==> src/osc_ctrl_pkg.sv <==
/*
 * Shared definitions for the internal oscillator control block: register
 * offsets, field positions, reset values, divide codes and timing counts.
 * Assumes a single 10 MHz core clock and an 8-bit register port.
 */
package osc_ctrl_pkg;

   localparam int unsigned SYS_CLK_PERIOD_NS = 100;
   // Start-up time from oscillator enable to programmed frequency.
   localparam int unsigned OSC_SETTLE_NS     = 1000;
   localparam int unsigned OSC_SETTLE_CYC    =
      (OSC_SETTLE_NS + SYS_CLK_PERIOD_NS - 1) / SYS_CLK_PERIOD_NS;

   localparam logic [7:0] ADDR_INTERNAL_OSC_CONTROL = 8'hB2;
   localparam logic [7:0] ADDR_WAKE_CONTROL         = 8'hC0;
   localparam logic [7:0] ADDR_INT_STATUS           = 8'hC1;
   localparam logic [7:0] ADDR_INT_MASK             = 8'hC2;

   localparam logic [7:0] OSC_CONTROL_RESET = 8'h80;
   localparam logic [7:0] WAKE_CONTROL_RESET = 8'h00;
   localparam logic [7:0] INT_RESET         = 8'h00;

   localparam int unsigned BIT_OSC_ENABLE     = 7;
   localparam int unsigned BIT_OSC_FREQ_READY = 6;
   localparam int unsigned BIT_FORCE_SUSPEND  = 5;
   localparam int unsigned BIT_DIV_HI         = 1;
   localparam int unsigned BIT_DIV_LO         = 0;

   localparam int unsigned BIT_VBUS_POLARITY  = 0;
   localparam int unsigned BIT_TRANSCEIVER_EN = 1;

   localparam int unsigned INT_BITS        = 2;
   localparam int unsigned BIT_INT_RESUME  = 0;
   localparam int unsigned BIT_INT_VBUS    = 1;

   localparam logic [1:0] DIV_BY8 = 2'h0;
   localparam logic [1:0] DIV_BY4 = 2'h1;
   localparam logic [1:0] DIV_BY2 = 2'h2;
   localparam logic [1:0] DIV_BY1 = 2'h3;

   localparam logic [2:0] LIMIT_BY8 = 3'h7;
   localparam logic [2:0] LIMIT_BY4 = 3'h3;
   localparam logic [2:0] LIMIT_BY2 = 3'h1;
   localparam logic [2:0] LIMIT_BY1 = 3'h0;

   typedef struct packed {
      logic [7:0] addr;
      logic [7:0] wdata;
      logic       wr;
      logic       rd;
   } reg_req_t;

endpackage

==> src/internal_osc_suspend_ctrl.sv <==
/*
 * Internal oscillator control: enable, frequency-ready flag, core clock
 * divide selection and forced suspend with USB and VBUS wake-up.
 * Assumes one 10 MHz clock; usb_nonidle and vbus_level come from the
 * transceiver and level detector asynchronously and are synchronised here.
 */
// Overview of operation
// Writing one to force-suspend stops the internal oscillator. The code leaves it running when a wake condition is present in the write cycle.
// Suspend holds until non-idle USB activity or VBUS matches chosen polarity.
// Non-idle activity wakes the oscillator even with the transceiver disabled.
// Non-idle USB activity during suspend raises the resume interrupt.
// Software should set transceiver enable after a resume interrupt.
// Oscillator enable bit zero disables, one enables the oscillator.
// Frequency-ready reads one only while oscillator runs at programmed frequency.
// Divide code 10 divides by two, code 11 by one.
// After reset the oscillator drives the core clock, divided by eight.
// Divide code 00 divides by eight, code 01 by four.
module internal_osc_suspend_ctrl (
   input  wire logic                   sys_clk,
   input  wire logic                   reset_n,
   input  wire osc_ctrl_pkg::reg_req_t reg_req,
   output logic [7:0]                  rd_data,
   input  wire logic                   usb_nonidle,
   input  wire logic                   vbus_level,
   output logic                        osc_running,
   output logic                        core_clock_en,
   output logic                        transceiver_enable,
   output logic                        irq
);

   logic       usb_meta_q;
   logic       usb_sync_q;
   logic       usb_prev_q;
   logic       vbus_meta_q;
   logic       vbus_sync_q;
   logic       osc_enable_q;
   logic       osc_enable_d;
   logic       suspend_q;
   logic       suspend_d;
   logic [1:0] osc_div_select_q;
   logic       vbus_polarity_select_q;
   logic       transceiver_enable_q;
   logic [osc_ctrl_pkg::INT_BITS-1:0] int_status_q;
   logic [osc_ctrl_pkg::INT_BITS-1:0] int_mask_q;
   logic       osc_running_q;
   logic       osc_running_d;
   logic       osc_freq_ready_q;
   logic [3:0] settle_cnt_q;
   logic [2:0] div_cnt_q;
   logic [2:0] div_limit;
   logic       core_clock_en_q;
   logic       irq_q;
   logic [7:0] rd_data_q;
   logic       wr_osc;
   logic       usb_wake;
   logic       vbus_wake;
   logic       wake;

   localparam logic [3:0] SETTLE_LAST = 4'(osc_ctrl_pkg::OSC_SETTLE_CYC - 1);

   // Two-stage synchronisers; the second stage feeds the logic, and usb_prev_q delays it once more for the resume edge detect.
   always_ff @(posedge sys_clk or negedge reset_n) begin
      if (!reset_n) begin
         usb_meta_q  <= 1'b0;
         usb_sync_q  <= 1'b0;
         usb_prev_q  <= 1'b0;
         vbus_meta_q <= 1'b0;
         vbus_sync_q <= 1'b0;
      end else begin
         usb_meta_q  <= usb_nonidle;
         usb_sync_q  <= usb_meta_q;
         usb_prev_q  <= usb_sync_q;
         vbus_meta_q <= vbus_level;
         vbus_sync_q <= vbus_meta_q;
      end
   end

   assign wr_osc = reg_req.wr && (reg_req.addr == osc_ctrl_pkg::ADDR_INTERNAL_OSC_CONTROL);
   // The transceiver enable does not gate detection, so wake never depends on it.
   assign usb_wake  = usb_sync_q;
   assign vbus_wake = (vbus_sync_q == vbus_polarity_select_q);
   assign wake      = usb_wake || vbus_wake;

   always_comb begin
      osc_enable_d = osc_enable_q;
      suspend_d    = suspend_q;
      if (wr_osc) begin
         osc_enable_d = reg_req.wdata[osc_ctrl_pkg::BIT_OSC_ENABLE];
         if (reg_req.wdata[osc_ctrl_pkg::BIT_FORCE_SUSPEND]) begin
            suspend_d = 1'b1;
         end
      end
      // A wake condition present in the write cycle wins, so it is not missed.
      if (suspend_d && wake) begin
         suspend_d = 1'b0;
      end
      osc_running_d = osc_enable_d && !suspend_d;
   end

   always_ff @(posedge sys_clk or negedge reset_n) begin
      if (!reset_n) begin
         osc_enable_q  <= osc_ctrl_pkg::OSC_CONTROL_RESET[osc_ctrl_pkg::BIT_OSC_ENABLE];
         suspend_q     <= 1'b0;
         osc_running_q <= osc_ctrl_pkg::OSC_CONTROL_RESET[osc_ctrl_pkg::BIT_OSC_ENABLE];
      end else begin
         osc_enable_q  <= osc_enable_d;
         suspend_q     <= suspend_d;
         osc_running_q <= osc_running_d;
      end
   end

   always_ff @(posedge sys_clk or negedge reset_n) begin
      if (!reset_n) begin
         osc_div_select_q <= osc_ctrl_pkg::OSC_CONTROL_RESET[osc_ctrl_pkg::BIT_DIV_HI:
                                                             osc_ctrl_pkg::BIT_DIV_LO];
      end else if (wr_osc) begin
         osc_div_select_q <= reg_req.wdata[osc_ctrl_pkg::BIT_DIV_HI:osc_ctrl_pkg::BIT_DIV_LO];
      end
   end

   always_ff @(posedge sys_clk or negedge reset_n) begin
      if (!reset_n) begin
         vbus_polarity_select_q <=
            osc_ctrl_pkg::WAKE_CONTROL_RESET[osc_ctrl_pkg::BIT_VBUS_POLARITY];
         transceiver_enable_q   <=
            osc_ctrl_pkg::WAKE_CONTROL_RESET[osc_ctrl_pkg::BIT_TRANSCEIVER_EN];
      end else if (reg_req.wr && reg_req.addr == osc_ctrl_pkg::ADDR_WAKE_CONTROL) begin
         vbus_polarity_select_q <= reg_req.wdata[osc_ctrl_pkg::BIT_VBUS_POLARITY];
         transceiver_enable_q   <= reg_req.wdata[osc_ctrl_pkg::BIT_TRANSCEIVER_EN];
      end
   end

   // Frequency-ready rises only after the start-up time of a fresh start.
   always_ff @(posedge sys_clk or negedge reset_n) begin
      if (!reset_n) begin
         settle_cnt_q     <= '0;
         osc_freq_ready_q <= 1'b0;
      end else if (!osc_running_d) begin
         settle_cnt_q     <= '0;
         osc_freq_ready_q <= 1'b0;
      end else if (osc_running_q && !osc_freq_ready_q) begin
         if (settle_cnt_q == SETTLE_LAST) begin
            osc_freq_ready_q <= 1'b1;
         end else begin
            settle_cnt_q <= settle_cnt_q + 4'h1;
         end
      end
   end

   always_comb begin
      unique case (osc_div_select_q)
         osc_ctrl_pkg::DIV_BY8: div_limit = osc_ctrl_pkg::LIMIT_BY8;
         osc_ctrl_pkg::DIV_BY4: div_limit = osc_ctrl_pkg::LIMIT_BY4;
         osc_ctrl_pkg::DIV_BY2: div_limit = osc_ctrl_pkg::LIMIT_BY2;
         osc_ctrl_pkg::DIV_BY1: div_limit = osc_ctrl_pkg::LIMIT_BY1;
      endcase
   end

   // Core clock enable is one pulse per divided oscillator period. The
   // greater-or-equal test recovers at once when the divisor shrinks.
   always_ff @(posedge sys_clk or negedge reset_n) begin
      if (!reset_n) begin
         div_cnt_q       <= '0;
         core_clock_en_q <= 1'b0;
      end else if (!osc_running_q) begin
         div_cnt_q       <= '0;
         core_clock_en_q <= 1'b0;
      end else if (div_cnt_q >= div_limit) begin
         div_cnt_q       <= '0;
         core_clock_en_q <= 1'b1;
      end else begin
         div_cnt_q       <= div_cnt_q + 3'h1;
         core_clock_en_q <= 1'b0;
      end
   end

   // Sticky status: a new event in the clearing cycle keeps its bit set.
   always_ff @(posedge sys_clk or negedge reset_n) begin
      if (!reset_n) begin
         int_status_q <= osc_ctrl_pkg::INT_RESET[osc_ctrl_pkg::INT_BITS-1:0];
         int_mask_q   <= osc_ctrl_pkg::INT_RESET[osc_ctrl_pkg::INT_BITS-1:0];
      end else begin
         if (reg_req.wr && reg_req.addr == osc_ctrl_pkg::ADDR_INT_MASK) begin
            int_mask_q <= reg_req.wdata[osc_ctrl_pkg::INT_BITS-1:0];
         end
         int_status_q <= (int_status_q
                          & ~((reg_req.wr && reg_req.addr == osc_ctrl_pkg::ADDR_INT_STATUS)
                              ? reg_req.wdata[osc_ctrl_pkg::INT_BITS-1:0]
                              : osc_ctrl_pkg::INT_RESET[osc_ctrl_pkg::INT_BITS-1:0]))
                         | {suspend_q && vbus_wake,
                            suspend_q && usb_sync_q && !usb_prev_q};
      end
   end

   always_ff @(posedge sys_clk or negedge reset_n) begin
      if (!reset_n) begin
         irq_q <= 1'b0;
      end else begin
         irq_q <= |(int_status_q & int_mask_q);
      end
   end

   always_ff @(posedge sys_clk or negedge reset_n) begin
      if (!reset_n) begin
         rd_data_q <= 8'h00;
      end else if (reg_req.rd) begin
         unique case (reg_req.addr)
            osc_ctrl_pkg::ADDR_INTERNAL_OSC_CONTROL:
               rd_data_q <= {osc_enable_q, osc_freq_ready_q, suspend_q, 3'h0,
                             osc_div_select_q};
            osc_ctrl_pkg::ADDR_WAKE_CONTROL:
               rd_data_q <= {6'h00, transceiver_enable_q, vbus_polarity_select_q};
            osc_ctrl_pkg::ADDR_INT_STATUS:
               rd_data_q <= {6'h00, int_status_q};
            osc_ctrl_pkg::ADDR_INT_MASK:
               rd_data_q <= {6'h00, int_mask_q};
            default:
               rd_data_q <= 8'h00;
         endcase
      end else begin
         rd_data_q <= 8'h00;
      end
   end

   assign rd_data            = rd_data_q;
   assign osc_running        = osc_running_q;
   assign core_clock_en      = core_clock_en_q;
   assign transceiver_enable = transceiver_enable_q;
   assign irq                = irq_q;
endmodule

==> config.mk <==
export PLATFORM = sky130hd
export DESIGN_NAME = internal_osc_suspend_ctrl
export DESIGN_NICKNAME = d
export VERILOG_FILES = /design/src/osc_ctrl_pkg.sv /design/src/internal_osc_suspend_ctrl.sv
export SDC_FILE = /design/constraint.sdc
export NUM_CORES = 1
export LEC_CHECK = 0
export BUFFER_PORTS_ARGS = -buffer_cell sky130_fd_sc_hd__clkbuf_2
export CORE_ASPECT_RATIO = 2
export CORE_MARGIN = 3
export CORE_UTILIZATION = 55
export DETAILED_ROUTE_END_ITERATION = 16
export PLACE_DENSITY_LB_ADDON = 0.1
export SYNTH_ARGS = -nofsm -noshare
export SYNTH_HDL_FRONTEND = slang
export SYNTH_SLANG_ARGS = --single-unit
export TNS_END_PERCENT = 50
==> constraint.sdc <==
create_clock -name sys_clk -period 3.7 [get_ports sys_clk]
set_clock_uncertainty 0.05 [all_clocks]
set_input_delay 0.74 -clock sys_clk [delete_from_list [all_inputs] [get_ports sys_clk]]
set_output_delay 0.74 -clock sys_clk [all_outputs]
set_load 0.02 [all_outputs]
==> flow_summary_export.csv, run 1 <==
group,metric,value,unit
synth,synthArstFlopShare,100,%
synth,ys.flop_type,"dfrtp_1",
synth,yosys_warnings,0,
critical_path,worstPathRequired,3.81,ns
global_route,grt_first_pass_wirelength,4710,um
clock_network,clockBufferDepth,2,
clock_network,clock_sinks,31,
drt,drc,0,
critical_path,critPathKind,"in2reg",
timing,period_share,53.7,%
final_layout,drive_above_1_share,31.1,%
placement,place_congestion,0.850,
global_route,grt_pass1_vias,1077,
critical_path,critPathBufInv,1,
timing,rsz0062_at_grt,"false",
drt,finalWirelength,2740,um
timing,max_freq,503,MHz
min_path,hp-class,"reg2reg",
critical_path,worst_path_max_delay_cell,"or4b_4",
drt,wl_met3,169,um
placement,io_buffers,26,
timing,min_period,1.99,ns
synth,synth_edf_count,0,
clock_network,clk_pin_slew,0.06,ns
status,status,"complete, no violations",
power_and_ir_drop,p_leak,0.827,nW
global_route,antenna_found_initial,0,
drt,viasPerCell,5.79,
drt,dr.max_layer_used,"met4",
timing,timing.slew.headroom,50.5,%
final_layout,antenna_cells,0,
critical_path,cp.arrival,2.10,ns
placement,pre_cts_ws,1.42,ns
timing,final.setup.tns,0,ns
final_layout,fin_nets,179,
final_layout,fin_area,1670,um^2
floorplanning,die_y,78.4,um
critical_path,start_kind,"input pin",
drt,wl_met1,944,um
power_and_ir_drop,irDropWorstVdd,0.000303,V
synth,synth_cell_types,43,
min_path,hp-start,"usb_meta_q",
drt,drt.antenna.violating_nets,0,
clock_network,cts_made_buffers,5,
placement,place_hpwl,2120,um
placement,placed_area,1580,um^2
timing,hold_violations,0,
final_layout,area_delta_synth_final,15.6,%
critical_path,cp-startpoint,"reg_req[10]",
drt,wire_per_inst,15.4,um
critical_path,path_cells,"clkbuf_2 > or4b_4 > o31a_1 > o32ai_4 > nor2_1",
floorplanning,rows,25,
critical_path,critical_path.max_fanout,8,
floorplanning,die_w,42.2,um
clock_network,root_buffer,"clkbuf_8",
timing,slew_viol_final,0,
clock_network,cts_resized,0,
timing,tightest_slew,0.742,ns
global_route,grt_max_degree,32,
timing,finalSetupViolCount,0,
power_and_ir_drop,powerDensity,402,nW/um^2
drt,drt_first_iter_violations,10,
global_route,track_usage,19.1,%
floorplanning,boundaryPins,34,
critical_path,cpLargestDelayFamily,"simple AND/OR/NAND/NOR gates",
synth,synthCells,120,
floorplanning,initial_utilization,59.1,%
synth,syn_area,1440,um^2
global_route,globalRouteOverflowTotal,0,
synth,seq_area_frac_synth,53.9,%
critical_path,endpoint_kind,"flip-flop",
final_layout,fillCellCount,212,
floorplanning,die-area,3310,um^2
clock_network,cts_tree,"done",
synth,syn_avg_cell_area,12.0,um^2
critical_path,cpPeakStageDelay,0.61,ns
synth,ys_ff_latch,31,
timing,timing.final.ws_setup,1.71,ns
clock_network,ctsHoldBuffers,0,
drt,met2RoutedLength,1540,um
run,max_cap_viol_count,0,
clock_network,clock_latency,0.28,ns
clock_network,cts_max_level,2,
drt,first_pass_iters,4,
drt,vias,1031,
floorplanning,core-area,2440,um^2
critical_path,timing.rr.start,"settle_cnt_q[0]",
clock_network,cts_setup_buffers,0,
==> cells in the final DEF, fill, tap and decap left out, types with 2 or more instances in the layout <==
cell type,netlist,layout
o22ai_1,2,2
mux2i_1,2,2
a22oi_1,2,2
nand4_1,2,2
nor3_1,2,2
a211oi_1,2,2
conb_1,1,3
a21oi_1,4,4
and3b_1,2,2
clkbuf_2,0,26
clkbuf_8,0,6
and2_1,4,4
mux2_2,6,6
inv_1,7,7
ha_1,6,6
xnor2_1,3,3
nand3_1,2,2
dfstp_2,2,2
a22o_1,2,2
and3_1,3,3
nor2_1,7,7
nand2_1,6,6
dfrtp_1,29,29
==> synthesized netlist by cell type (all sizes together), types with 3 or more instances <==
master,instances,area [um^2]
mux2,6,67.6
nand2,6,22.5
buf,4,33.8
a21oi,4,20.0
dfrtp,29,726
xnor2,3,26.3
and2,4,25.0
and3,3,18.8
ha,6,75.1
nor2,8,32.5
inv,7,26.3
==> worst register-to-register path, cell delays in order (launching register included) <==
cell      delay [ns]
dfrtp_1         0.42
ha_1            0.21
and3b_1         0.18
nor3b_1         0.44
a21oi_1         0.14
a211oi_1        0.21
==> metrics by stage <==
| stage | total power (W) | instances | util (%) | hold slack, ns |
|---|---|---|---|---|
| detailed placement | 0.000413 | 171 | 64.8 | 0.286 |
| global route | 0.000700 | 178 | 68.4 | 0.316 |
| floorplan | 0.000389 | 122 | - | 0.281 |
| CTS | 0.000678 | 178 | 68.4 | 0.301 |
| global placement | 0.000410 | 171 | 64.8 | 0.283 |
| finish | 0.000671 | 178 | 68.4 | 0.298 |
==> cells by family (layout without fill, tap and decap cells) <==
group / count (synthesis) / after routing / share of synthesized area, %
AND/OR/NAND/NOR: 41 / 41 / 17.8
XOR/XNOR: 4 / 4 / 2.43
other: 1 / 3 / 0.260
buffers and inverters: 11 / 40 / 4.16
AO/OA/AOI/OAI: 18 / 18 / 10.1
multiplexers: 8 / 8 / 6.07
adder cells (fa/ha/maj): 6 / 6 / 5.20
flip-flops: 31 / 31 / 53.9
==> registers in the layout, summed over array words and instances (netlist names), 2 cells and up <==
name              cells
int_status_q          2
div_cnt_q             3
int_mask_q            2
settle_cnt_q          4
osc_div_select_q      2
rd_data               5
==> report_power, final <==
part | internal (W) | switching [W] | total [W]
Sequential | 0.000349 | 0.00000683 | 0.000356
Combinational | 0.0000198 | 0.0000310 | 0.0000508
Clock | 0.000146 | 0.000119 | 0.000264
==> layer usage <==
layer	vias up	GRT usage [%]
li1	488	-
met1	501	18.4
met2	34	33.9
met3	8	6.65
met4	0	10.6
met5	-	0
==> final cells by class <==
cell class / count / area [um^2] / share of cell area [%]
well taps: 27 / 33.8 / 2.03
inverters: 7 / 26.3 / 1.58
clock buffers: 6 / 82.6 / 4.95
repair buffers: 26 / 130 / 7.80
multi-input cells: 80 / 612 / 36.7
flip-flops and latches: 31 / 778 / 46.7
clock inverters: 1 / 5.00 / 0.300
==> path summary, 6_finish.rpt <==
kind,end,depth (start not counted),slack [ns]
setup / recovery,settle_cnt_q[3],5,1.71
min in group asynchronous,rd_data[1],1,0.46
hold reg to reg,usb_sync_q,0,0.30
max in group asynchronous,vbus_sync_q,1,2.66
setup reg to reg,settle_cnt_q[2],5,1.96
hold / removal,usb_sync_q,0,0.30
(Power assumes the default switching activity.)
==> run 2: changes to the inputs <==
CORE_UTILIZATION = 52   (was 55)
clock period = 2.1 ns   (was 3.7 ns; I/O delays follow)
==> run 2 against run 1 <==
Clock power up 63%. Largest cell class unchanged. Total power is 71% higher. Global-route usage shrank 0.28 points.
==> flow_summary_export.csv, run 2 (synthesis results as in run 1) <==
group,metric,value,unit
final_layout,fin_nets,180,
final_layout,antenna_cells,0,
timing,min_period,1.76,ns
floorplanning,die-area,3480,um^2
global_route,antenna_found_initial,0,
final_layout,area_delta_synth_final,15.8,%
global_route,grt_pass1_vias,1074,
floorplanning,die_w,43.2,um
critical_path,worst_path_max_delay_cell,"dfrtp_1",
clock_network,cts_tree,"done",
timing,finalSetupViolCount,0,
global_route,track_usage,18.8,%
critical_path,cp.arrival,1.88,ns
critical_path,cpPeakStageDelay,0.42,ns
clock_network,cts_max_level,2,
clock_network,cts_made_buffers,5,
clock_network,clock_sinks,31,
drt,drt_first_iter_violations,15,
clock_network,cts_setup_buffers,0,
final_layout,final_cell_mix,"29 x dfrtp_1, 26 x clkbuf_2, 7 x inv_1, 7 x nor2_1",
drt,vias,1026,
final_layout,fillCellCount,240,
clock_network,cts_resized,0,
drt,drc,0,
critical_path,cpLargestDelayFamily,"simple AND/OR/NAND/NOR gates",
placement,io_buffers,26,
placement,dp_cells,173,
floorplanning,boundaryPins,34,
min_path,hp-class,"in2async",
clock_network,root_buffer,"clkbuf_8",
final_layout,final_cells,181,
critical_path,cp-startpoint,"settle_cnt_q[0]",
floorplanning,core-area,2600,um^2
power_and_ir_drop,irDropWorstVdd,0.000765,V
timing,max_freq,567,MHz
placement,place_hpwl,2140,um
final_layout,mostFrequentLayoutCell,"dfrtp_1",
power_and_ir_drop,p_leak,0.827,nW
power_and_ir_drop,powerDensity,686,nW/um^2
timing,timing.slew.headroom,52.1,%
drt,wire_per_inst,15.0,um
global_route,globalRouteOverflowTotal,0,
status,status,"complete, no violations",
final_layout,drive_above_1_share,30.7,%
floorplanning,die_y,80.5,um
drt,first_pass_iters,4,
timing,period_share,83.9,%
critical_path,endpoint_kind,"flip-flop",
final_layout,largest_register_ffs,5,
placement,place_congestion,0.804,
drt,finalWirelength,2710,um
timing,tightest_slew,0.719,ns
floorplanning,initial_utilization,55.4,%
drt,viasPerCell,5.67,
floorplanning,rows,26,
drt,drt.antenna.violating_nets,0,
timing,final.setup.tns,0,ns
timing,slew_viol_final,0,
global_route,grt_first_pass_wirelength,4850,um
critical_path,critical_path.max_fanout,4,
global_route,grt_max_degree,32,
critical_path,critPathKind,"reg2reg",
critical_path,path_cells,"ha_1 > and3b_1 > nor3b_1 > a21oi_1 > a211oi_1",
critical_path,timing.rr.start,"settle_cnt_q[0]",
critical_path,worstPathRequired,2.22,ns
timing,fin_hold_ws,0.137,ns
timing,hold_violations,0,
final_layout,fin_area,1670,um^2
clock_network,ctsHoldBuffers,0,
clock_network,clk_pin_slew,0.06,ns
critical_path,critPathBufInv,0,
placement,placed_area,1590,um^2
critical_path,start_kind,"flip-flop",
timing,rsz0062_at_grt,"false",
clock_network,clock_latency,0.28,ns
clock_network,clockBufferDepth,2,
run,max_cap_viol_count,0,
-- run 2: cell types whose count changed in the layout (fill, tap and decap cells not counted) --
cell	before	now
buf_4	0	1
clkbuf_1	0	2
clkbuf_8	6	5
-- run 2: final cells by class --
cell class | instances | area, um^2 | share of cell area, %
clock inverter | 1 | 5.00 | 0.300
sequential | 31 | 778 | 46.6
inverter | 7 | 26.3 | 1.57
clock buffer | 7 | 76.3 | 4.57
tap | 28 | 35.0 | 2.10
timing repair buffer | 27 | 138 | 8.24
multi-input combinational | 80 | 612 | 36.6
-- run 2: stage by stage --
| step | worst slack, ns | total power, W | utilization, % |
|---|---|---|---|
| 2_1_floorplan | 0.323 | 0.000686 | - |
| 3_3_place_gp | 0.175 | 0.000724 | 61.1 |
| 3_5_place_dp | 0.138 | 0.000729 | 61.1 |
| 4_1_cts | 0.307 | 0.00116 | 64.2 |
| 5_1_grt | 0.0661 | 0.00121 | 64.2 |
| 6_report | 0.337 | 0.00115 | 64.2 |
-- run 2: path summary, 6_finish.rpt --
path / slack [ns] / depth (start not counted) / endpoint
setup / recovery: 0.34 / 5 / settle_cnt_q[2]
hold / removal: 0.14 / 1 / rd_data[0]
setup reg to reg: 0.34 / 5 / settle_cnt_q[2]
hold reg to reg: 0.29 / 0 / usb_sync_q
max in group asynchronous: 1.39 / 1 / usb_meta_q
min in group sys_clk: 0.20 / 1 / usb_meta_q
-- run 2: per-layer routing --
layer / wire (um) / up-vias / global-route usage (%) / part of all wire, %
met2: 1540 / 31 / 34.6 / 57
li1: - / 490 / - / -
met5: 0 / - / 0 / 0
met3: 164 / 4 / 5.61 / 6.1
met4: 41 / 0 / 6.65 / 1.5
met1: 964 / 501 / 19.4 / 36
-- run 2: report_power, final --
| group | internal [W] | switching, W | total, W |
|---|---|---|---|
| Sequential | 0.000615 | 0.0000124 | 0.000627 |
| Combinational | 0.0000355 | 0.0000544 | 0.0000899 |
| Clock | 0.000232 | 0.000198 | 0.000430 |
-- run 2: worst register-to-register path: stages, from the launching register on --
cell	delay [ns]
dfrtp_1	0.42
ha_1	0.21
and3b_1	0.19
nor3b_1	0.42
a21oi_1	0.14
a211oi_1	0.25
